===== config.mk =====
export PLATFORM = sky130hd
export DESIGN_NAME = ocw_timer
export DESIGN_NICKNAME = d
export VERILOG_FILES = /design/src/verilog/ocw_pkg.sv /design/src/verilog/ocw_chan.sv /design/src/verilog/ocw_timer.sv
export SDC_FILE = /design/constraint.sdc
export NUM_CORES = 1
export LEC_CHECK = 0
export BUFFER_PORTS_ARGS = -buffer_cell sky130_fd_sc_hd__buf_2
export CORE_MARGIN = 2
export CORE_UTILIZATION = 52
export CTS_CLUSTER_DIAMETER = 120
export DETAILED_ROUTE_END_ITERATION = 8
export PLACE_DENSITY = 0.88
export SYNTH_ARGS = -nofsm -noshare
export SYNTH_HDL_FRONTEND = slang
export SYNTH_SLANG_ARGS = --single-unit

===== constraint.sdc =====
create_clock -name mclk -period 4.6 [get_ports mclk]
set_clock_uncertainty 0.2 [all_clocks]
set_input_delay 1.38 -clock mclk [delete_from_list [all_inputs] [get_ports mclk]]
set_output_delay 1.38 -clock mclk [all_outputs]
set_load 0.03 [all_outputs]

===== src/verilog/ocw_pkg.sv =====
// Package: constants and carrier types for the output compare waveform timer
package ocw_pkg;

	// ****************************************
	// Sizes
	// ****************************************
	localparam int OCW_CH_NUM = 8;
	localparam int OCW_CNT_W = 16;
	localparam int OCW_DIV_W = 8;

	// ****************************************
	// Reset values
	// ****************************************
	localparam logic [15:0] OCW_CNT_RST = 16'h0000;
	localparam logic [7:0] OCW_DIV_RST = 8'h00;
	localparam logic [7:0] OCW_LVL_RST = 8'h00;

	// ****************************************
	// Count source selection
	// ****************************************
	localparam logic [1:0] OCW_SRC_MCLK = 2'h0;
	localparam logic [1:0] OCW_SRC_DIV4 = 2'h1;
	localparam logic [1:0] OCW_SRC_DIV8 = 2'h2;
	localparam logic [1:0] OCW_SRC_EXT = 2'h3;
	localparam int OCW_PRE4 = 4;
	localparam int OCW_PRE8 = 8;

	// ****************************************
	// Edge selection
	// ****************************************
	localparam logic [1:0] OCW_EDGE_RISE = 2'h0;
	localparam logic [1:0] OCW_EDGE_FALL = 2'h1;
	localparam logic [1:0] OCW_EDGE_BOTH = 2'h2;

	// ****************************************
	// Types
	// ****************************************
	typedef enum logic [2:0] {
		OCW_MODE_SINGLE = 3'h1,
		OCW_MODE_PHASE = 3'h2,
		OCW_MODE_SETRST = 3'h4
	} ocw_mode_t;

	typedef struct packed {
		logic run;
		logic fixed_clear;
		logic clr_en;
		logic [2:0] clr_sel;
		logic [1:0] src_sel;
		logic [1:0] edge_sel;
		logic [7:0] div;
	} ocw_cfg_t;

	typedef struct packed {
		logic ovf;
		logic [7:0] match;
		logic cmp0;
		logic cmp1;
	} ocw_evt_t;

endpackage


===== src/verilog/ocw_chan.sv =====
// Module: one waveform output channel with its compare logic
`timescale 1ns/1ns
module ocw_chan (
	// Clock and reset
	input wire logic mclk,
	input wire logic rst,
	// Counter side
	input wire logic tick,
	input wire logic [15:0] cnt,
	input wire logic [15:0] cmp_val,
	input wire logic [15:0] partner_val,
	input wire ocw_pkg::ocw_mode_t mode,
	input wire logic init_lvl,
	input wire logic load_lvl,
	// Results
	output logic hit,
	output logic level
);
	import ocw_pkg::*;

	logic level_r;
	logic level_nxt;
	logic partner_hit;

	assign hit = tick && (cnt == cmp_val);
	assign partner_hit = tick && (cnt == partner_val);

	always_comb begin
		level_nxt = level_r;
		if (load_lvl) begin
			level_nxt = init_lvl;
		end else begin
			unique case (mode)
				OCW_MODE_SINGLE: begin
					// Level set at own match, cleared at the pair match
					if (hit) begin
						level_nxt = 1'b1;
					end else if (partner_hit) begin
						level_nxt = 1'b0;
					end
				end
				OCW_MODE_PHASE: begin
					if (hit) begin
						level_nxt = ~level_r;
					end
				end
				OCW_MODE_SETRST: begin
					// Set wins when both compare values coincide
					if (hit) begin
						level_nxt = 1'b1;
					end else if (partner_hit) begin
						level_nxt = 1'b0;
					end
				end
				default: begin
					level_nxt = level_r;
				end
			endcase
		end
	end

	always_ff @(posedge mclk or posedge rst) begin
		if (rst) begin
			level_r <= 1'b0;
		end else begin
			level_r <= level_nxt;
		end
	end

	assign level = level_r;

endmodule // ocw_chan


===== src/verilog/ocw_timer.sv =====
// Module: output compare waveform timer top
//
// Contract
// - Eight channels, each with own compare register.
// - Per channel single, phase-delayed or set/reset mode.
// - Compare equals counter updates that channel output.
// - Flag overflow and compare match events 0, 1.
// - Match changes level on the channel's pin.
// - Selectable match clears counter; else keeps counting.
// - Fixed-clear variant always clears on channel 0 compare match.
// - Count source divided by divider setting plus one.
// - Separate match event per register plus overflow.
// - Start/stop setting selects counting or stopped.
// - Counter advances on configurable count source edge; the mclk source counts every mclk cycle and ignores edge select.
`timescale 1ns/1ns
module ocw_timer #(
	parameter int CH_NUM = ocw_pkg::OCW_CH_NUM,
	parameter int CNT_W = ocw_pkg::OCW_CNT_W
) (
	// Clock and reset
	input wire logic mclk,
	input wire logic rst,
	// Configuration
	input wire ocw_pkg::ocw_cfg_t cfg,
	input wire ocw_pkg::ocw_mode_t [7:0] ch_mode,
	input wire logic [7:0][15:0] ch_cmp,
	input wire logic [7:0] ch_init_lvl,
	input wire logic load_lvl,
	// External count source pin
	input wire logic ext_clk,
	// Waveform outputs
	output logic [7:0] wave_out,
	// Status
	output logic [15:0] count,
	output ocw_pkg::ocw_evt_t evt
);
	import ocw_pkg::*;

	// ****************************************
	// Count source and edge select
	// ****************************************
	logic ext_s1_r;
	logic ext_s2_r;
	logic ext_d_r;
	logic [2:0] pre_r;
	logic [2:0] pre_nxt;
	logic src_lvl_r;
	logic src_lvl_nxt;
	logic src_prev_r;
	logic src_edge;
	logic src_lvl;

	// Prescaled sources are square levels so edge select applies uniformly
	always_comb begin
		pre_nxt = pre_r + 3'h1;
		unique case (cfg.src_sel)
			OCW_SRC_MCLK: src_lvl = 1'b0;
			OCW_SRC_DIV4: src_lvl = pre_r[1];
			OCW_SRC_DIV8: src_lvl = pre_r[2];
			OCW_SRC_EXT: src_lvl = ext_d_r;
			default: src_lvl = 1'b0;
		endcase
		src_lvl_nxt = src_lvl;
	end

	always_ff @(posedge mclk or posedge rst) begin
		if (rst) begin
			ext_s1_r <= 1'b0;
			ext_s2_r <= 1'b0;
			ext_d_r <= 1'b0;
			pre_r <= 3'h0;
			src_lvl_r <= 1'b0;
			src_prev_r <= 1'b0;
		end else begin
			ext_s1_r <= ext_clk;
			ext_s2_r <= ext_s1_r;
			ext_d_r <= ext_s2_r;
			pre_r <= pre_nxt;
			src_lvl_r <= src_lvl_nxt;
			src_prev_r <= src_lvl_r;
		end
	end

	always_comb begin
		if (cfg.src_sel == OCW_SRC_MCLK) begin
			src_edge = 1'b1;
		end else begin
			unique case (cfg.edge_sel)
				OCW_EDGE_RISE: src_edge = src_lvl_r && !src_prev_r;
				OCW_EDGE_FALL: src_edge = !src_lvl_r && src_prev_r;
				OCW_EDGE_BOTH: src_edge = src_lvl_r ^ src_prev_r;
				default: src_edge = src_lvl_r && !src_prev_r;
			endcase
		end
	end

	// ****************************************
	// Divider (n + 1)
	// ****************************************
	logic [7:0] div_r;
	logic [7:0] div_nxt;
	logic tick;

	always_comb begin
		div_nxt = div_r;
		tick = 1'b0;
		// Stopping restarts the divider so a restart counts a full period
		if (!cfg.run) begin
			div_nxt = OCW_DIV_RST;
		end else if (src_edge) begin
			if (div_r >= cfg.div) begin
				div_nxt = OCW_DIV_RST;
				tick = 1'b1;
			end else begin
				div_nxt = div_r + 8'h01;
			end
		end
	end

	always_ff @(posedge mclk or posedge rst) begin
		if (rst) begin
			div_r <= OCW_DIV_RST;
		end else begin
			div_r <= div_nxt;
		end
	end

	// ****************************************
	// Channels
	// ****************************************
	logic [7:0] hit;
	logic clr_hit;

	for (genvar i = 0; i < CH_NUM; i++) begin : g_ch
		ocw_chan u_chan (
			.mclk(mclk),
			.rst(rst),
			.tick(tick),
			.cnt(count),
			.cmp_val(ch_cmp[i]),
			.partner_val(ch_cmp[i ^ 1]),
			.mode(ch_mode[i]),
			.init_lvl(ch_init_lvl[i]),
			.load_lvl(load_lvl),
			.hit(hit[i]),
			.level(wave_out[i])
		);
	end

	// Fixed-clear variant always uses channel 0 compare
	assign clr_hit = cfg.fixed_clear ? hit[0] : (cfg.clr_en && hit[cfg.clr_sel]);

	// ****************************************
	// Counter
	// ****************************************
	logic [15:0] cnt_r;
	logic [15:0] cnt_nxt;
	logic ovf;

	always_comb begin
		cnt_nxt = cnt_r;
		ovf = 1'b0;
		if (tick) begin
			if (clr_hit) begin
				cnt_nxt = OCW_CNT_RST;
			end else begin
				cnt_nxt = cnt_r + 16'h0001;
				ovf = (cnt_r == 16'hffff);
			end
		end
	end

	always_ff @(posedge mclk or posedge rst) begin
		if (rst) begin
			cnt_r <= OCW_CNT_RST;
		end else begin
			cnt_r <= cnt_nxt;
		end
	end

	assign count = cnt_r;

	// ****************************************
	// Event pulses
	// ****************************************
	ocw_evt_t evt_r;
	ocw_evt_t evt_nxt;

	always_comb begin
		evt_nxt.ovf = ovf;
		evt_nxt.match = hit;
		evt_nxt.cmp0 = hit[0];
		evt_nxt.cmp1 = hit[1];
	end

	always_ff @(posedge mclk or posedge rst) begin
		if (rst) begin
			evt_r <= '0;
		end else begin
			evt_r <= evt_nxt;
		end
	end

	assign evt = evt_r;

	// ****************************************
	// Per-channel level checks
	// ****************************************
	for (genvar j = 0; j < CH_NUM; j++) begin : g_chk

	end
endmodule // ocw_timer

# [Yosys cells after proc, flatten, opt, wreduce, memory -nomap -nowiden]
# Cells that the tools add are included.
[word_totals] ff_bits=51 latchBits=0 ramBits=0 romBits=0 inputBits=182 out_inout_bits=35 elab_cells=182 memories=0
[classes] addsub=3 n_mul=0 n_div=0 n_lt_le_gt_ge=2 n_eq_ne=55 n_shift=0 muxes=55 n_bitwise=9 reduce_logical=38
[ops] operator="$eq A16 B16 Y1" count=8
[ops] operator="$mux W1" count=40
[ops] operator="$ne A4 B1 Y1 const B" count=8
[ops] operator="$eq A3 B1 Y1 const B" count=8
[ops] operator="$eq A3 B2 Y1 const B" count=8
[ops] operator="$eq A3 B3 Y1 const B" count=8
[ops] operator="$mux W8" count=3
[ops] operator="$reduce_and A3 Y1" count=8
[ops] operator="$reduce_bool A3 Y1" count=8
[ops] operator="$pmux W1 S2" count=9
[ops] operator="$add A16 B1 Y16 const B" count=1
[ops] operator="$eq A16 B16 Y1 const B" count=1
[ops] operator="$mux W16" count=1
[ops] operator="$reduce_or A2 Y1" count=8
[ops] operator="$ne A3 B2 Y1 const B" count=4
[ops] operator="$ne A3 B3 Y1 const B" count=4
[ops] operator="$logic_and A1 B1 Y1" count=11
[ops] operator="$add A8 B1 Y8 const B" count=1
[ops] operator="$ge A8 B8 Y1" count=1
[ops] operator="$not A1 Y1" count=8
[ops] operator="$eq A2 B2 Y1 const B" count=3
[ops] operator="$eq A2 B1 Y1 const B" count=2
[ops] operator="$lt A3 B4 Y1 const B" count=1
[ops] operator="$pmux W1 S4" count=1
[ops] operator="other kinds (6)" count=7

# [Logic depth before layout (Yosys ltp)]
# Gate-level depths: netlist of run 1.
[depth] ltp_word=13 ltp_mapped=10 depth_no_buf=10

# [Hierarchy]
# A second synthesis of run 1 with hierarchy kept.
[hier_totals] cells_unflattened=695 area_unflattened_um2=6309.8
[by_module_without_submodules] module="ocw_chan" instances=8 cells_per_inst=60 area_each_um2=505.5 seq_area_each_um2=25.0
[by_module_without_submodules] module="ocw_timer" instances=1 cells_per_inst=215 area_each_um2=2265.9 seq_area_each_um2=1026.0

# [Worst setup path after synthesis of run 1]
# No wires, ideal clock.
[synth_timing] kind="input port to flip-flop" start="input cfg[0] in the netlist's numbering" end="register g_ch[7].u_chan.level_r" arrival_time_ns=3.366 t_required_ns=4.323 path_slack_ns=0.957 cell_stages=9 path_cell_list="ha_1 nand2b_1 a2111o_1 a311o_1 nand2_1 clkbuf_1 nor2_1 a211o_1 a21oi_1"
[synth_between] elab_chain_len=8
[synth_rtl] element="start: declaration" line_no="ocw_timer.sv:24" source="input wire ocw_pkg::ocw_cfg_t cfg,"
[synth_rtl] element="$ge A8 B8 Y1 *" line_no="ocw_timer.sv:111" source="if (div_r >= cfg.div) begin"
[synth_rtl] element="$mux W1 *" line_no="ocw_timer.sv:111"
[synth_rtl] element="$mux W1 *" line_no="ocw_timer.sv:110" source="end else if (src_edge) begin"
[synth_rtl] element="$mux W1 *" line_no="ocw_timer.sv:108" source="if (!cfg.run) begin"
[synth_rtl] element="$logic_and A1 B1 Y1 *"
[synth_rtl] element="via g_ch[6].u_chan.partner_hit" line_no="ocw_chan.sv:23" source="logic partner_hit;"
[synth_rtl] element="$mux W1" line_no="ocw_chan.sv:49" source="if (hit) begin"
[synth_rtl] element="$pmux W1 S2" line_no="ocw_chan.sv:33" source="unique case (mode)"
[synth_rtl] element="$mux W1" line_no="ocw_chan.sv:30" source="if (load_lvl) begin"
[synth_rtl] element="end signal: assignment" line_no="ocw_chan.sv:66" source="level_r <= level_nxt;"
[synth_rtl] element="end: declaration" line_no="ocw_chan.sv:21" source="logic level_r;"
# Mark *: on every way through the listed nets, which the timed path passes. The rest lies on a longest branch.
# A chain may end at the register's enable or synchronous reset.

# [Worst setup path after layout of run 1]
[layout_timing] start="input ch_cmp[113] in the netlist's numbering" end="register cnt_r[2], in the netlist count[2]"
[layout_between] elab_chain_len=7
[layout_rtl] element="start: declaration" line_no="ocw_timer.sv:26" source="input wire logic [7:0][15:0] ch_cmp,"
[layout_rtl] element="$eq A16 B16 Y1" line_no="ocw_chan.sv:25" source="assign hit = tick && (cnt == cmp_val);"
[layout_rtl] element="$logic_and A1 B1 Y1" line_no="ocw_chan.sv:25"
[layout_rtl] element="$bmux W1 S3" line_no="ocw_timer.sv:151" source="assign clr_hit = cfg.fixed_clear ? hit[0] : (cfg.clr_en && hit[cfg.clr_sel]);"
[layout_rtl] element="$mux W1 (implied by the code)" line_no="ocw_timer.sv:151"
[layout_rtl] element="$logic_and A1 B1 Y1" line_no="ocw_timer.sv:151"
[layout_rtl] element="$mux W1" line_no="ocw_timer.sv:151"
[layout_rtl] element="$mux W16" line_no="ocw_timer.sv:164" source="if (clr_hit) begin"
[layout_rtl] element="end signal: assignment" line_no="ocw_timer.sv:177" source="cnt_r <= cnt_nxt;"
[layout_rtl] element="end: declaration" line_no="ocw_timer.sv:156" source="logic [15:0] cnt_r;"
# No other way between the ends. The select of a mux whose other input is x is not followed.

==> impl_summary.md, run 1 <==
Yosys
The number of different library cells in the post-synthesis netlist is between 50 and 60. The total of flip-flops plus latches after synthesis is 49. The share of the yosys chip area belonging to registers is between 20% and 30%. The net count of the mapped netlist is 717. For this run, the leading register cell type out of synthesis is sky130_fd_sc_hd__dfrtp_1. The share of the synthesized area in the top cell type is 26.7%. The mean instance size in the synthesized netlist is 8.83 um2. By count the netlist is led by sky130_fd_sc_hd__xor2_1, sky130_fd_sc_hd__xnor2_1, sky130_fd_sc_hd__dfrtp_1. The synthesized design spends more area on one cell type than any other, namely sky130_fd_sc_hd__dfrtp_1. In the post-synthesis netlist, the biggest area contributors are sky130_fd_sc_hd__dfrtp_1, sky130_fd_sc_hd__xor2_1, sky130_fd_sc_hd__xnor2_1. The area of the mapped netlist is ~0.0046 mm2.

The count of flip-flops with a built-in enable after synthesis is 0. Of all flip-flops after synthesis, the portion carrying an async set or reset was 100%. sky130_fd_sc_hd__xor2_1 is the most common cell in the netlist. During synthesis, Yosys emitted a total of 0 warnings.

In the synthesized netlist, the number of instances is 520.

Timing
Dividing the final minimum period by the clock period gives 81.9%. For the finished layout, the period the worst path requires is 3.77 ns. The worst-margin pin slew is 1.04 ns. Setup violations remaining at the end of the flow were counted as 0. For the final routed database, the setup TNS stands at 0 ns. Setup repair after global routing left no endpoint under its margin.

The count of pins over their slew limit came to 0. The normalized max-slew margin is 30.3%. Timing would allow up to 265 MHz. The number of hold violations in the final report is 0.

Power
The portion of total power attributed to combinational logic is 27.2%. The areal power density over the cells is 178 mW/mm2. The clock network burns 27.1% of the power. IR analysis of the VDD net gives a maximum drop of 116 uV. The cell internal power dissipation is 702 uW. The sequential share of power is between 40% and 50%. The switching part of the total power is 30.7%. Power comes to 1.01 mW. The switching power total is 311 uW. The leakage power is 2.95 nW.

Worst setup path
The type of destination of the critical path is a flop. The number of cells on the worst reg-to-reg path is 7. For the worst setup path, the data arrival time is 3.76 ns. In this run the register-to-register setup slack is 1.19 ns.

In this run the critical register-to-register path is captured at count[2]. The signal on the critical path passes through buf_2, xor2_1, nor4_1, nand4_1, mux4_2, a211oi_2, a21bo_4, nor2_1. The largest individual stage delay along the critical path comes from the cell sky130_fd_sc_hd__mux4_2. The delay contributed by the slowest stage of the critical path is 0.58 ns. The element type at the critical path start is an input pin. In this run the worst path has a maximum fanout of 15.

The critical path required time is about 4.6 ns. The startpoint identified for the worst register-to-register timing path is count[1]. The setup path with the least slack is of type in -> reg.

Global routing
The pin count of the biggest net entering global routing is 50. The number of global-route vias before repair is slightly below 5000. The global router's overall resource usage is 29.6%. The total congestion overflow after global routing is 0. The first-pass GRT wire length is 22800 um. The number of antenna violations at the first check in global routing is 0.

Placed design
After detailed placement, the total cell area comes to roughly 0.0056 mm2. Once detailed placement completed, the half-perimeter wirelength came to 11700 um. In this run the tool buffered the top-level ports with 216 buffer cells. The congestion estimate from routability-driven global placement came to 0.949.

Cells and area
The number of nets in the layout is between 900 and 1000. 0 antenna diodes ended up in the layout. Relative to the synthesized area, the layout overhead comes to 24.1%. Cells with a size suffix above 1 make up approximately 34% of the layout. The finished cells cover 0.00569 mm2.

Clock tree
TritonCTS built the clock tree. The later pin in the worst-skew pair is clocked with a latency of slightly above 0.3 ns. Clock-pin slew was measured on the worst setup and hold paths at roughly 0.090 ns.

After clock tree synthesis, the repair step resized 0 gates. The number of CTS-inserted buffers is 5. After clock tree synthesis, the setup repair step added 0 buffers. The master cell of the clock root buffer is sky130_fd_sc_hd__clkbuf_8. The number of clock sinks seen by CTS is 49. The quantity of hold-fixing buffers added after cts is 0.

The number of H-tree levels is 2. No sink is reached through more buffers than the 2 on the longest clock path.

Drt
The total vias in the final route is approximately 4700. Using the TritonRoute via totals, the vias-per-cell ratio works out to 5.72. The number of DRC violations after detailed routing is 0. The first routing iteration left between 200 and 250 violations. The number of search-and-repair iterations in the first detailed-routing pass is 6. In the final routed layout, each cell accounts on average for between 15 and 20 um. The total wire length after detailed routing is about 15000 um. The count of nets left with antenna violations once routing finished came out at 0.

Floorplan
The vertical extent of the die is 97.9 um. In this run the count of I/O pins placed on the die edge is between 200 and 250. The die is 97.9 um wide. The area of the core is 0.00864 mm2. The area enclosed by the die boundary is 0.00959 mm2. The initial core utilization is between 50% and 60%. Row generation in the floorplan step produced 34 rows.

Worst hold path
The startpoint of the most critical hold path is ext_s2_r. The sink of the worst hold path is ext_d_r. The worst hold path passes through 0 cells. The type of the tightest min-delay check is reg -> reg.

Job
The tool flagged a number of max-cap violations equal to 0.

Status
The flow ran to the end, and the final reports show no timing, DRC or antenna violations.
-- metal layers --
layer	vias to the layer above	global-route usage [%]	share of wire [%]
li1	2195	-	-
met1	2233	34.9	37
met2	252	53.5	52
met3	45	5.37	8.4
met4	0	11.1	2.7
met5	-	0	0
-- state kept, by name (all words and copies together) (netlist names), 3 cells and up --
signal             count
g_ch.u_chan.level      8
div_r                  8
pre_r                  3
evt                    9
count                 16
-- cell usage in the layout, fill, tap and decap left out, drive strengths merged, types with 6 or more instances in the layout --
cell type,instances
nand4,30
and3,11
buf,224
nand3,8
nor3,9
ha,15
inv,25
o21ai,15
nand2,31
dfrtp,49
clkbuf,6
a21oi,11
nor4,23
nor2,35
xnor2,75
xor2,79
-- through the flow --
stage	hold slack [ns]	utilization (%)	worst slack [ns]	instances
global route	0.159	65.9	0.692	826
floorplan	0.131	-	0.957	520
CTS	0.158	65.9	0.891	826
finish	0.157	65.9	0.833	826
detailed placement	0.136	64.8	0.570	818
global placement	0.135	64.8	0.651	818
-- cell families (layout without fill, tap and decap cells) --
logic type,after synthesis,after routing,synth area share (%)
buffers and inverters,59,257,8.02
AOI/OAI and AO/OA,64,64,9.87
DFF,49,49,26.7
xor gates and xnor gates,154,154,29.4
muxes,5,5,1.39
adders and majority gates,17,17,4.53
and+or+nand+nor,172,172,20.1
-- cell type report --
| cell class | count | area (um2) |
|---|---|---|
| multi-input combinational | 412 | 3000 |
| inverter | 25 | 93.8 |
| clock inverter | 2 | 13.8 |
| clock buffer | 6 | 82.6 |
| sequential | 49 | 1230 |
| fill | 716 | 2940 |
| timing repair buffer | 224 | 1140 |
| tap | 108 | 135 |
-- worst max-delay path: cells and delay by family --
| kind | cells | cell delay [ns] |
|---|---|---|
| buffers and inverters | 1 | 0.12 |
| muxes | 1 | 0.58 |
| xor gates and xnor gates | 1 | 0.13 |
| and+or+nand+nor | 3 | 0.93 |
| AOI/OAI and AO/OA | 2 | 0.61 |
-- worst max path at each step --
stage | start | to | slack [ns] | cells after the start
5_1_grt | cfg[8] | g_ch[5].u_chan.level | 0.69 | 10
6_report | ch_cmp[113] | count[2] | 0.83 | 8
3_3_place_gp | ch_cmp[113] | count[6] | 0.65 | 8
2_1_floorplan | cfg[0] | g_ch[7].u_chan.level | 0.96 | 9
4_1_cts | ch_cmp[113] | count[8] | 0.89 | 8
3_5_place_dp | ch_cmp[113] | count[7] | 0.57 | 8
-- power by group through the flow --
stage	clock (mW)	combinational (mW)	sequential, mW
final	0.274	0.276	0.463
after global routing	0.293	0.302	0.465
after CTS	0.278	0.276	0.462
after detailed placement	0	0.275	0.471
after global placement	0	0.262	0.470
after floorplan	0	0.155	0.464
Note: power is estimated with default switching activity, not from simulation.
==> run 2: changes to the inputs <==
- CORE_UTILIZATION: 52 -> 43
- PLACE_DENSITY: 0.88 -> 0.78
- clock period: 4.6 -> 3.2 ns (I/O delays scaled with it)
==> impl_summary.md, run 2 (synthesized netlist as in run 1, its figures left out) <==
Status
Run status: finished clean (unchanged).

Worst hold path
The type of the tightest min-delay check is reg -> reg (unchanged). The startpoint of the most critical hold path is ext_s1_r (was ext_s2_r).

Placed design
The placed standard-cell area is 0.00596 mm2 (was 0.00560 mm2). The half-perimeter wire length after placement was 12800 um (was 11700 um). The final weighted congestion in routability-driven placement is 0.923 (was 0.949). The count of buffers from port buffering is 216 (unchanged).

The number of cells after detailed placement came to 885 (was 818).

Worst setup path
The critical path required time came to 3.18 ns (was 4.59 ns). The launch point of the worst reg-to-reg path is count[5] (was count[1]). The slowest stage cell on the critical path was sky130_fd_sc_hd__mux4_2 (unchanged). The arrival time of data at the critical path endpoint is 3.13 ns (was 3.76 ns). The delay contributed by the slowest stage of the critical path is 0.50 ns (was 0.58 ns). Ordered list of cells on the worst path: buf_2, xor2_1, nor4_1, buf_4, nand4_1, mux4_2, a211oi_2, a21bo_4, nor2_1 (was buf_2, xor2_1, nor4_1, nand4_1, mux4_2, a211oi_2, a21bo_4, nor2_1). The type of destination of the critical path is a flop (unchanged). The element type at the critical path start is an input pin (unchanged). The maximum net fanout on the critical path is 15 (unchanged). The source of the critical timing path is ch_cmp[82] (was ch_cmp[113]).

The classification of the worst setup path is in -> reg (unchanged).

Clock tree
The CTS tree is built (unchanged). The quantity of hold-fixing buffers added after cts is 0 (unchanged). The clock latency reported for the late side of the worst-skew pair was 0.30 ns (was 0.31 ns). The master cell of the clock root buffer was sky130_fd_sc_hd__clkbuf_8 (unchanged). The number of buffers between clock root and the deepest sink is 2 (unchanged). The number of H-tree levels came to 2 (unchanged). The number of clock sinks seen by CTS is 49 (unchanged).

The number of setup buffers added after CTS was 0 (unchanged). The number of instances resized during post-cts repair is 0 (unchanged). The number of CTS-inserted buffers came to 5 (unchanged). The post-CTS clock slew at the launch and capture registers of the worst setup and hold paths was 0.09 ns (about the same).

Global routing
The number of global-route vias before repair is 4743 (was 4806). The number of antenna violations at the first check in global routing was 0 (unchanged). The total congestion overflow after global routing is 0 (unchanged). The pin count of the biggest net entering global routing is 28 (was 50). The first-pass GRT wire length is 23200 um (was 22800 um). The global router's overall resource usage was 25.8% (was 29.6%).

Floorplan
The row count was 37 (was 34). The vertical extent of the die is 107 um (was 97.9 um). The area enclosed by the die boundary was 0.0115 mm2 (was 0.00959 mm2). The area of the core is 0.0103 mm2 (was 0.00864 mm2). The number of top-level pins came to 217 (unchanged). The horizontal die dimension is 107 um (was 97.9 um). The initial core utilization is 44.5% (was 53.1%).

Cells and area
Commonest cells after routing, fill and taps aside: sky130_fd_sc_hd__buf_2, sky130_fd_sc_hd__xor2_1, sky130_fd_sc_hd__xnor2_1, sky130_fd_sc_hd__dfrtp_1, sky130_fd_sc_hd__buf_4 (was sky130_fd_sc_hd__buf_2, sky130_fd_sc_hd__xor2_1, sky130_fd_sc_hd__xnor2_1, sky130_fd_sc_hd__dfrtp_1, sky130_fd_sc_hd__nor2_1). The synthesis-to-finish area growth is 32.2% (was 24.1%). The core occupancy in the finished layout is 58.8% (was 65.9%). The share of layout cells above drive strength 1 is 37.0% (was 33.7%). The final design instance area without fill was 0.00607 mm2 (was 0.00569 mm2). The antenna cell count came to 0 (unchanged). The number of cells in the finished layout apart from fillers is 892 (was 826).

The flip-flop count of the largest register, all copies and words added is 16 (unchanged). The leading cell type in the layout, fill and taps excluded is sky130_fd_sc_hd__buf_2 (unchanged). The number of inserted filler cells in the final layout came to 936 (was 716).

The number of nets in the layout is 953 (was 914).

Timing
The final hold slack is 0.156 ns (was 0.157 ns). The count of pins over their slew limit is 0 (unchanged). The worst-margin pin slew is 0.583 ns (was 1.04 ns). The routed design could run at a clock period as short as 3.15 ns. Unrepaired setup endpoints after global routing: no (unchanged). The setup-violating endpoint count in the final report is 0 (unchanged).

The normalized max-slew margin is 61.1% (was 30.3%). The portion of the clock cycle consumed by the worst path in the final layout is a little over nine tenths. Static timing analysis puts the maximum clock frequency at 318 MHz. The number of hold violations in the final report is 0 (unchanged).

Drt
The number of search-and-repair iterations in the first detailed-routing pass was 5 (was 6). The wire length per cell after detailed routing was 17.2 um (was 17.7 um). The total wire length after detailed routing is 15300 um (was 14600 um). The via density per instance is 5.39 (was 5.72). The number of DRC violations after detailed routing is 0 (unchanged). The violation count after the first detailed-route iteration is 388 (was 211). The antenna violation net count after detailed routing came to 0 (unchanged). The total vias in the final route is 4804 (was 4725).

Job
The reported max-cap violation count came to 0 (unchanged).

Power
The maximum ir drop on the vdd rail came to 196 uV (was 116 uV). The leakage power is 3.16 nW (was 2.95 nW). The areal power density over the cells is 249 mW/mm2 (was 178 mW/mm2).

The overall power of the completed layout was 1.51 mW (was 1.01 mW).
-- run 2: cell types whose count changed in the layout (fill, tap and decap cells not counted), sizes merged --
cell / change
bufinv: +1
buf: +39
clkinv: -1
clkbuf: -1
-- run 2: routing by layer --
metal	global-route usage (%)	share of wire [%]	up-vias
met5	0	0	-
met4	9.93	3.6	0
li1	-	-	2279
met1	30.8	39	2264
met2	47.0	51	225
met3	3.33	6.0	36
-- run 2: final timing paths --
check / end / slack [ns] / cells past startpoint
worst max-delay path: count[3] / 0.05 / 9
worst min-delay path: ext_s2_r / 0.16 / 0
worst max register to register: count[3] / 0.17 / 8
worst min register to register: ext_s2_r / 0.16 / 0
max in group asynchronous: evt[10] / 1.73 / 3
min in group asynchronous: g_ch[1].u_chan.level / 0.51 / 2
-- run 2: cell type report --
type	count	area [um2]	share of cell area, %
Timing Repair Buffer	263	1470	24.3
Inverter	25	93.8	1.55
Multi-Input combinational cell	412	3000	49.5
Clock inverter	2	35.0	0.577
Clock buffer	5	68.8	1.13
Tap cell	136	170	2.80
Sequential cell	49	1230	20.2
-- run 2: worst max-delay path: cells and delay by family --
kind                      cells  cell delay [ns]
AOI/OAI and AO/OA             2             0.60
buffers and inverters         2             0.28
and+or+nand+nor               3             0.65
xor gates and xnor gates      1             0.14
muxes                         1             0.50
-- run 2: report_power, final --
part           leakage [nW]  switching, mW  internal (mW)
Sequential            0.656         0.0233          0.637
Combinational          2.45          0.207          0.208
Clock                0.0540          0.209          0.228
-- run 2: stage by stage --
stage               setup WS [ns]  setup TNS [ns]
floorplan                  0.0629               0
global placement           -0.196           -3.56
detailed placement         -0.266           -5.34
CTS                        0.0372               0
global route             0.000431               0
finish                     0.0537               0
==> run 3: changes to the inputs <==
- CORE_UTILIZATION: 43 -> 52
- GPL_TIMING_DRIVEN: unset -> 0
- PLACE_DENSITY: 0.78 -> 0.95
- clock period: 3.2 -> 3.8 ns (I/O delays scaled with it)
==> impl_summary.md, run 3 (synthesized netlist as in run 1, its figures left out) <==
Worst setup path
The critical path required time is 3.80 ns (was 3.18 ns). The worst reg2reg path depth is 9 (was 8). The arrival time of data at the critical path endpoint is 3.71 ns (was 3.13 ns).

The maximum net fanout on the critical path was 10 (was 15). The register-to-register setup slack is 0.38 ns (was 0.17 ns). The delay contributed by the slowest stage of the critical path is 0.57 ns (was 0.50 ns).

The kind of cell adding the most delay to the critical path is simple AND/OR/NAND/NOR gates (unchanged). The slowest stage cell on the critical path is sky130_fd_sc_hd__mux4_2 (unchanged). The buffer and inverter count on the worst path was 2 (unchanged). The endpoint of the worst-slack reg-to-reg timing path is count[4] (was count[3]). Ordered list of cells on the worst path: buf_2, xor2_1, nor4_1, nand4_1, mux4_2, a211oi_2, a21bo_4, buf_6, nor2_1 (was buf_2, xor2_1, nor4_1, buf_4, nand4_1, mux4_2, a211oi_2, a21bo_4, nor2_1). The launch point of the worst reg-to-reg path is count[15] (was count[5]).

The type of destination of the critical path is a flop (unchanged). The classification of the worst setup path is in -> reg (unchanged). The element type at the critical path start is an input pin (unchanged).

Global routing
The global router's overall resource usage is 31.2% (was 25.8%). The first-pass GRT wire length is 24100 um (was 23200 um). The pin count of the biggest net entering global routing came to 31 (was 28). The total congestion overflow after global routing is 0 (unchanged).

The number of global-route vias before repair is 5135 (was 4743). The number of antenna violations at the first check in global routing is 0 (unchanged).

Drt
The total wire length after detailed routing came to 15500 um (was 15300 um). The antenna violation net count after detailed routing is 0 (unchanged). The number of search-and-repair iterations in the first detailed-routing pass is 5 (unchanged). The via density per instance came to 5.90 (was 5.39).

The total vias in the final route was 5030 (was 4804). The number of DRC violations after detailed routing is 0 (unchanged). The violation count after the first detailed-route iteration was 255 (was 388).

The wire length per cell after detailed routing is 18.2 um (was 17.2 um).

Clock tree
The CTS tree is built (unchanged). The clock latency reported for the late side of the worst-skew pair is 0.31 ns (was 0.30 ns). The quantity of hold-fixing buffers added after cts is 0 (unchanged). The number of buffers between clock root and the deepest sink came to 2 (unchanged). The master cell of the clock root buffer is sky130_fd_sc_hd__clkbuf_8 (unchanged). The post-CTS clock slew at the launch and capture registers of the worst setup and hold paths is 0.10 ns (was 0.09 ns). The number of CTS-inserted buffers came to 5 (unchanged). The number of H-tree levels is 2 (unchanged). The number of clock sinks seen by CTS is 49 (unchanged).

Status
Run status: finished clean (unchanged).

Cells and area
The flip-flop count of the largest register, all copies and words added is 16 (unchanged). The core occupancy in the finished layout came to 68.6% (was 58.8%). The antenna cell count is 0 (unchanged). The share of layout cells above drive strength 1 came to 35.5% (was 37.0%). The final design instance area without fill is 0.00593 mm2 (was 0.00607 mm2). The number of nets in the layout was 940 (was 953).

The synthesis-to-finish area growth is 29.2% (was 32.2%). Commonest cells after routing, fill and taps aside: sky130_fd_sc_hd__buf_2, sky130_fd_sc_hd__xor2_1, sky130_fd_sc_hd__xnor2_1, sky130_fd_sc_hd__dfrtp_1, sky130_fd_sc_hd__nor2_1 (was sky130_fd_sc_hd__buf_2, sky130_fd_sc_hd__xor2_1, sky130_fd_sc_hd__xnor2_1, sky130_fd_sc_hd__dfrtp_1, sky130_fd_sc_hd__buf_4). The leading cell type in the layout, fill and taps excluded is sky130_fd_sc_hd__buf_2 (unchanged).

Timing
The worst path uses 97.5% of the clock period. The setup-violating endpoint count in the final report came to 0 (unchanged). Timing would allow up to 270 MHz. The total negative slack is 0 ns (unchanged). The number of hold violations in the final report came to 0 (unchanged). The final hold slack is 0.160 ns (was 0.156 ns). The worst-margin pin slew is 0.873 ns (was 0.583 ns).

The normalized max-slew margin came to 41.3% (was 61.1%). The clock period could shrink to 3.71 ns. Unrepaired setup endpoints after global routing: no (unchanged).

The count of pins over their slew limit was 0 (unchanged).

Worst hold path
The sink of the worst hold path was ext_s2_r (unchanged). The hold path depth came to 0 (unchanged). The type of the tightest min-delay check is reg -> reg (unchanged).

The startpoint of the most critical hold path is ext_s1_r (unchanged).

Power
The overall power of the completed layout came to 1.24 mW (was 1.51 mW). The areal power density over the cells is 210 mW/mm2 (was 249 mW/mm2). The maximum ir drop on the vdd rail was 138 uV (was 196 uV). The leakage power is 3.07 nW (was 3.16 nW).

Placed design
The placed standard-cell area is 0.00583 mm2 (was 0.00596 mm2). The half-perimeter wire length after placement was 12400 um (was 12800 um). The final weighted congestion in routability-driven placement is 0.996 (was 0.923). The count of buffers from port buffering came to 215 (was 216).

Floorplan
The initial core utilization is 53.1% (was 44.5%). The number of top-level pins is 217 (unchanged). The row count is 34 (was 37). The vertical extent of the die is 97.9 um (was 107 um). The horizontal die dimension came to 97.9 um (was 107 um). The area of the core was 0.00864 mm2 (was 0.0103 mm2). The area enclosed by the die boundary is 0.00959 mm2 (was 0.0115 mm2).

Job
The reported max-cap violation count came to 0 (unchanged).
-- run 3: cell types whose count changed in the layout (fill, tap and decap cells not counted), moves of 2 or more --
| cell | change |
|---|---|
| sky130_fd_sc_hd__buf_4 | -25 |
| sky130_fd_sc_hd__clkinvlp_4 | +2 |
| sky130_fd_sc_hd__clkbuf_1 | +4 |
| sky130_fd_sc_hd__buf_6 | +10 |
| sky130_fd_sc_hd__buf_12 | -2 |
-- run 3: cell type report --
cell class                      instances  area [um2]
Buffer                                 34         274
Inverter                               25        93.8
Clock inverter                          3        26.3
Multi-Input combinational cell        412        3010
Tap cell                              108         135
Timing Repair Buffer                  216        1100
Clock buffer                            5        68.8
Sequential cell                        49        1230
Fill cell                             715        2710
-- run 3: worst max path at each step --
stage,start,endpoint,slack [ns],cells after the start
finish,ch_cmp[92],count[4],0.09,9
global route,cfg[0],g_ch[7].u_chan.level,0.12,10
CTS,ch_cmp[31],count[4],0.16,9
detailed placement,ch_cmp[31],count[11],-0.16,9
global placement,ch_cmp[11],count[8],-0.30,9
floorplan,cfg[0],g_ch[7].u_chan.level,0.40,9
-- run 3: power breakdown --
group	switching [mW]	internal, mW
registers	0.0166	0.537
clock network	0.196	0.134
logic	0.183	0.178
-- run 3: repair_timing --
action	in CTS	in global routing
resized for setup	0	1
buffers inserted	0	0
setup endpoints to repair	0	11
-- run 3: stage by stage --
step	std cells	setup WS (ns)
floorplan	520	0.397
global placement	843	-0.296
detailed placement	844	-0.159
CTS	852	0.163
global route	852	0.124
finish	852	0.0937
-- run 3: worst register-to-register path: stages, from the launching register on --
cell	delay, ns
sky130_fd_sc_hd__dfrtp_1	0.40
sky130_fd_sc_hd__buf_4	0.21
sky130_fd_sc_hd__xor2_1	0.18
sky130_fd_sc_hd__nor4_1	0.50
sky130_fd_sc_hd__nand4_1	0.44
sky130_fd_sc_hd__mux4_2	0.57
sky130_fd_sc_hd__a211oi_2	0.36
sky130_fd_sc_hd__a21bo_4	0.24
sky130_fd_sc_hd__buf_6	0.15
sky130_fd_sc_hd__nor2_1	0.06
-- run 3: per-layer routing --
metal,part of all wire (%),wire length [um],vias up,global-route usage [%]
met5,0,0,-,0
met4,5.1,788,0,17.8
met3,9.0,1400,75,5.30
met2,49,7630,353,52.8
met1,37,5730,2357,37.3
li1,-,-,2245,-
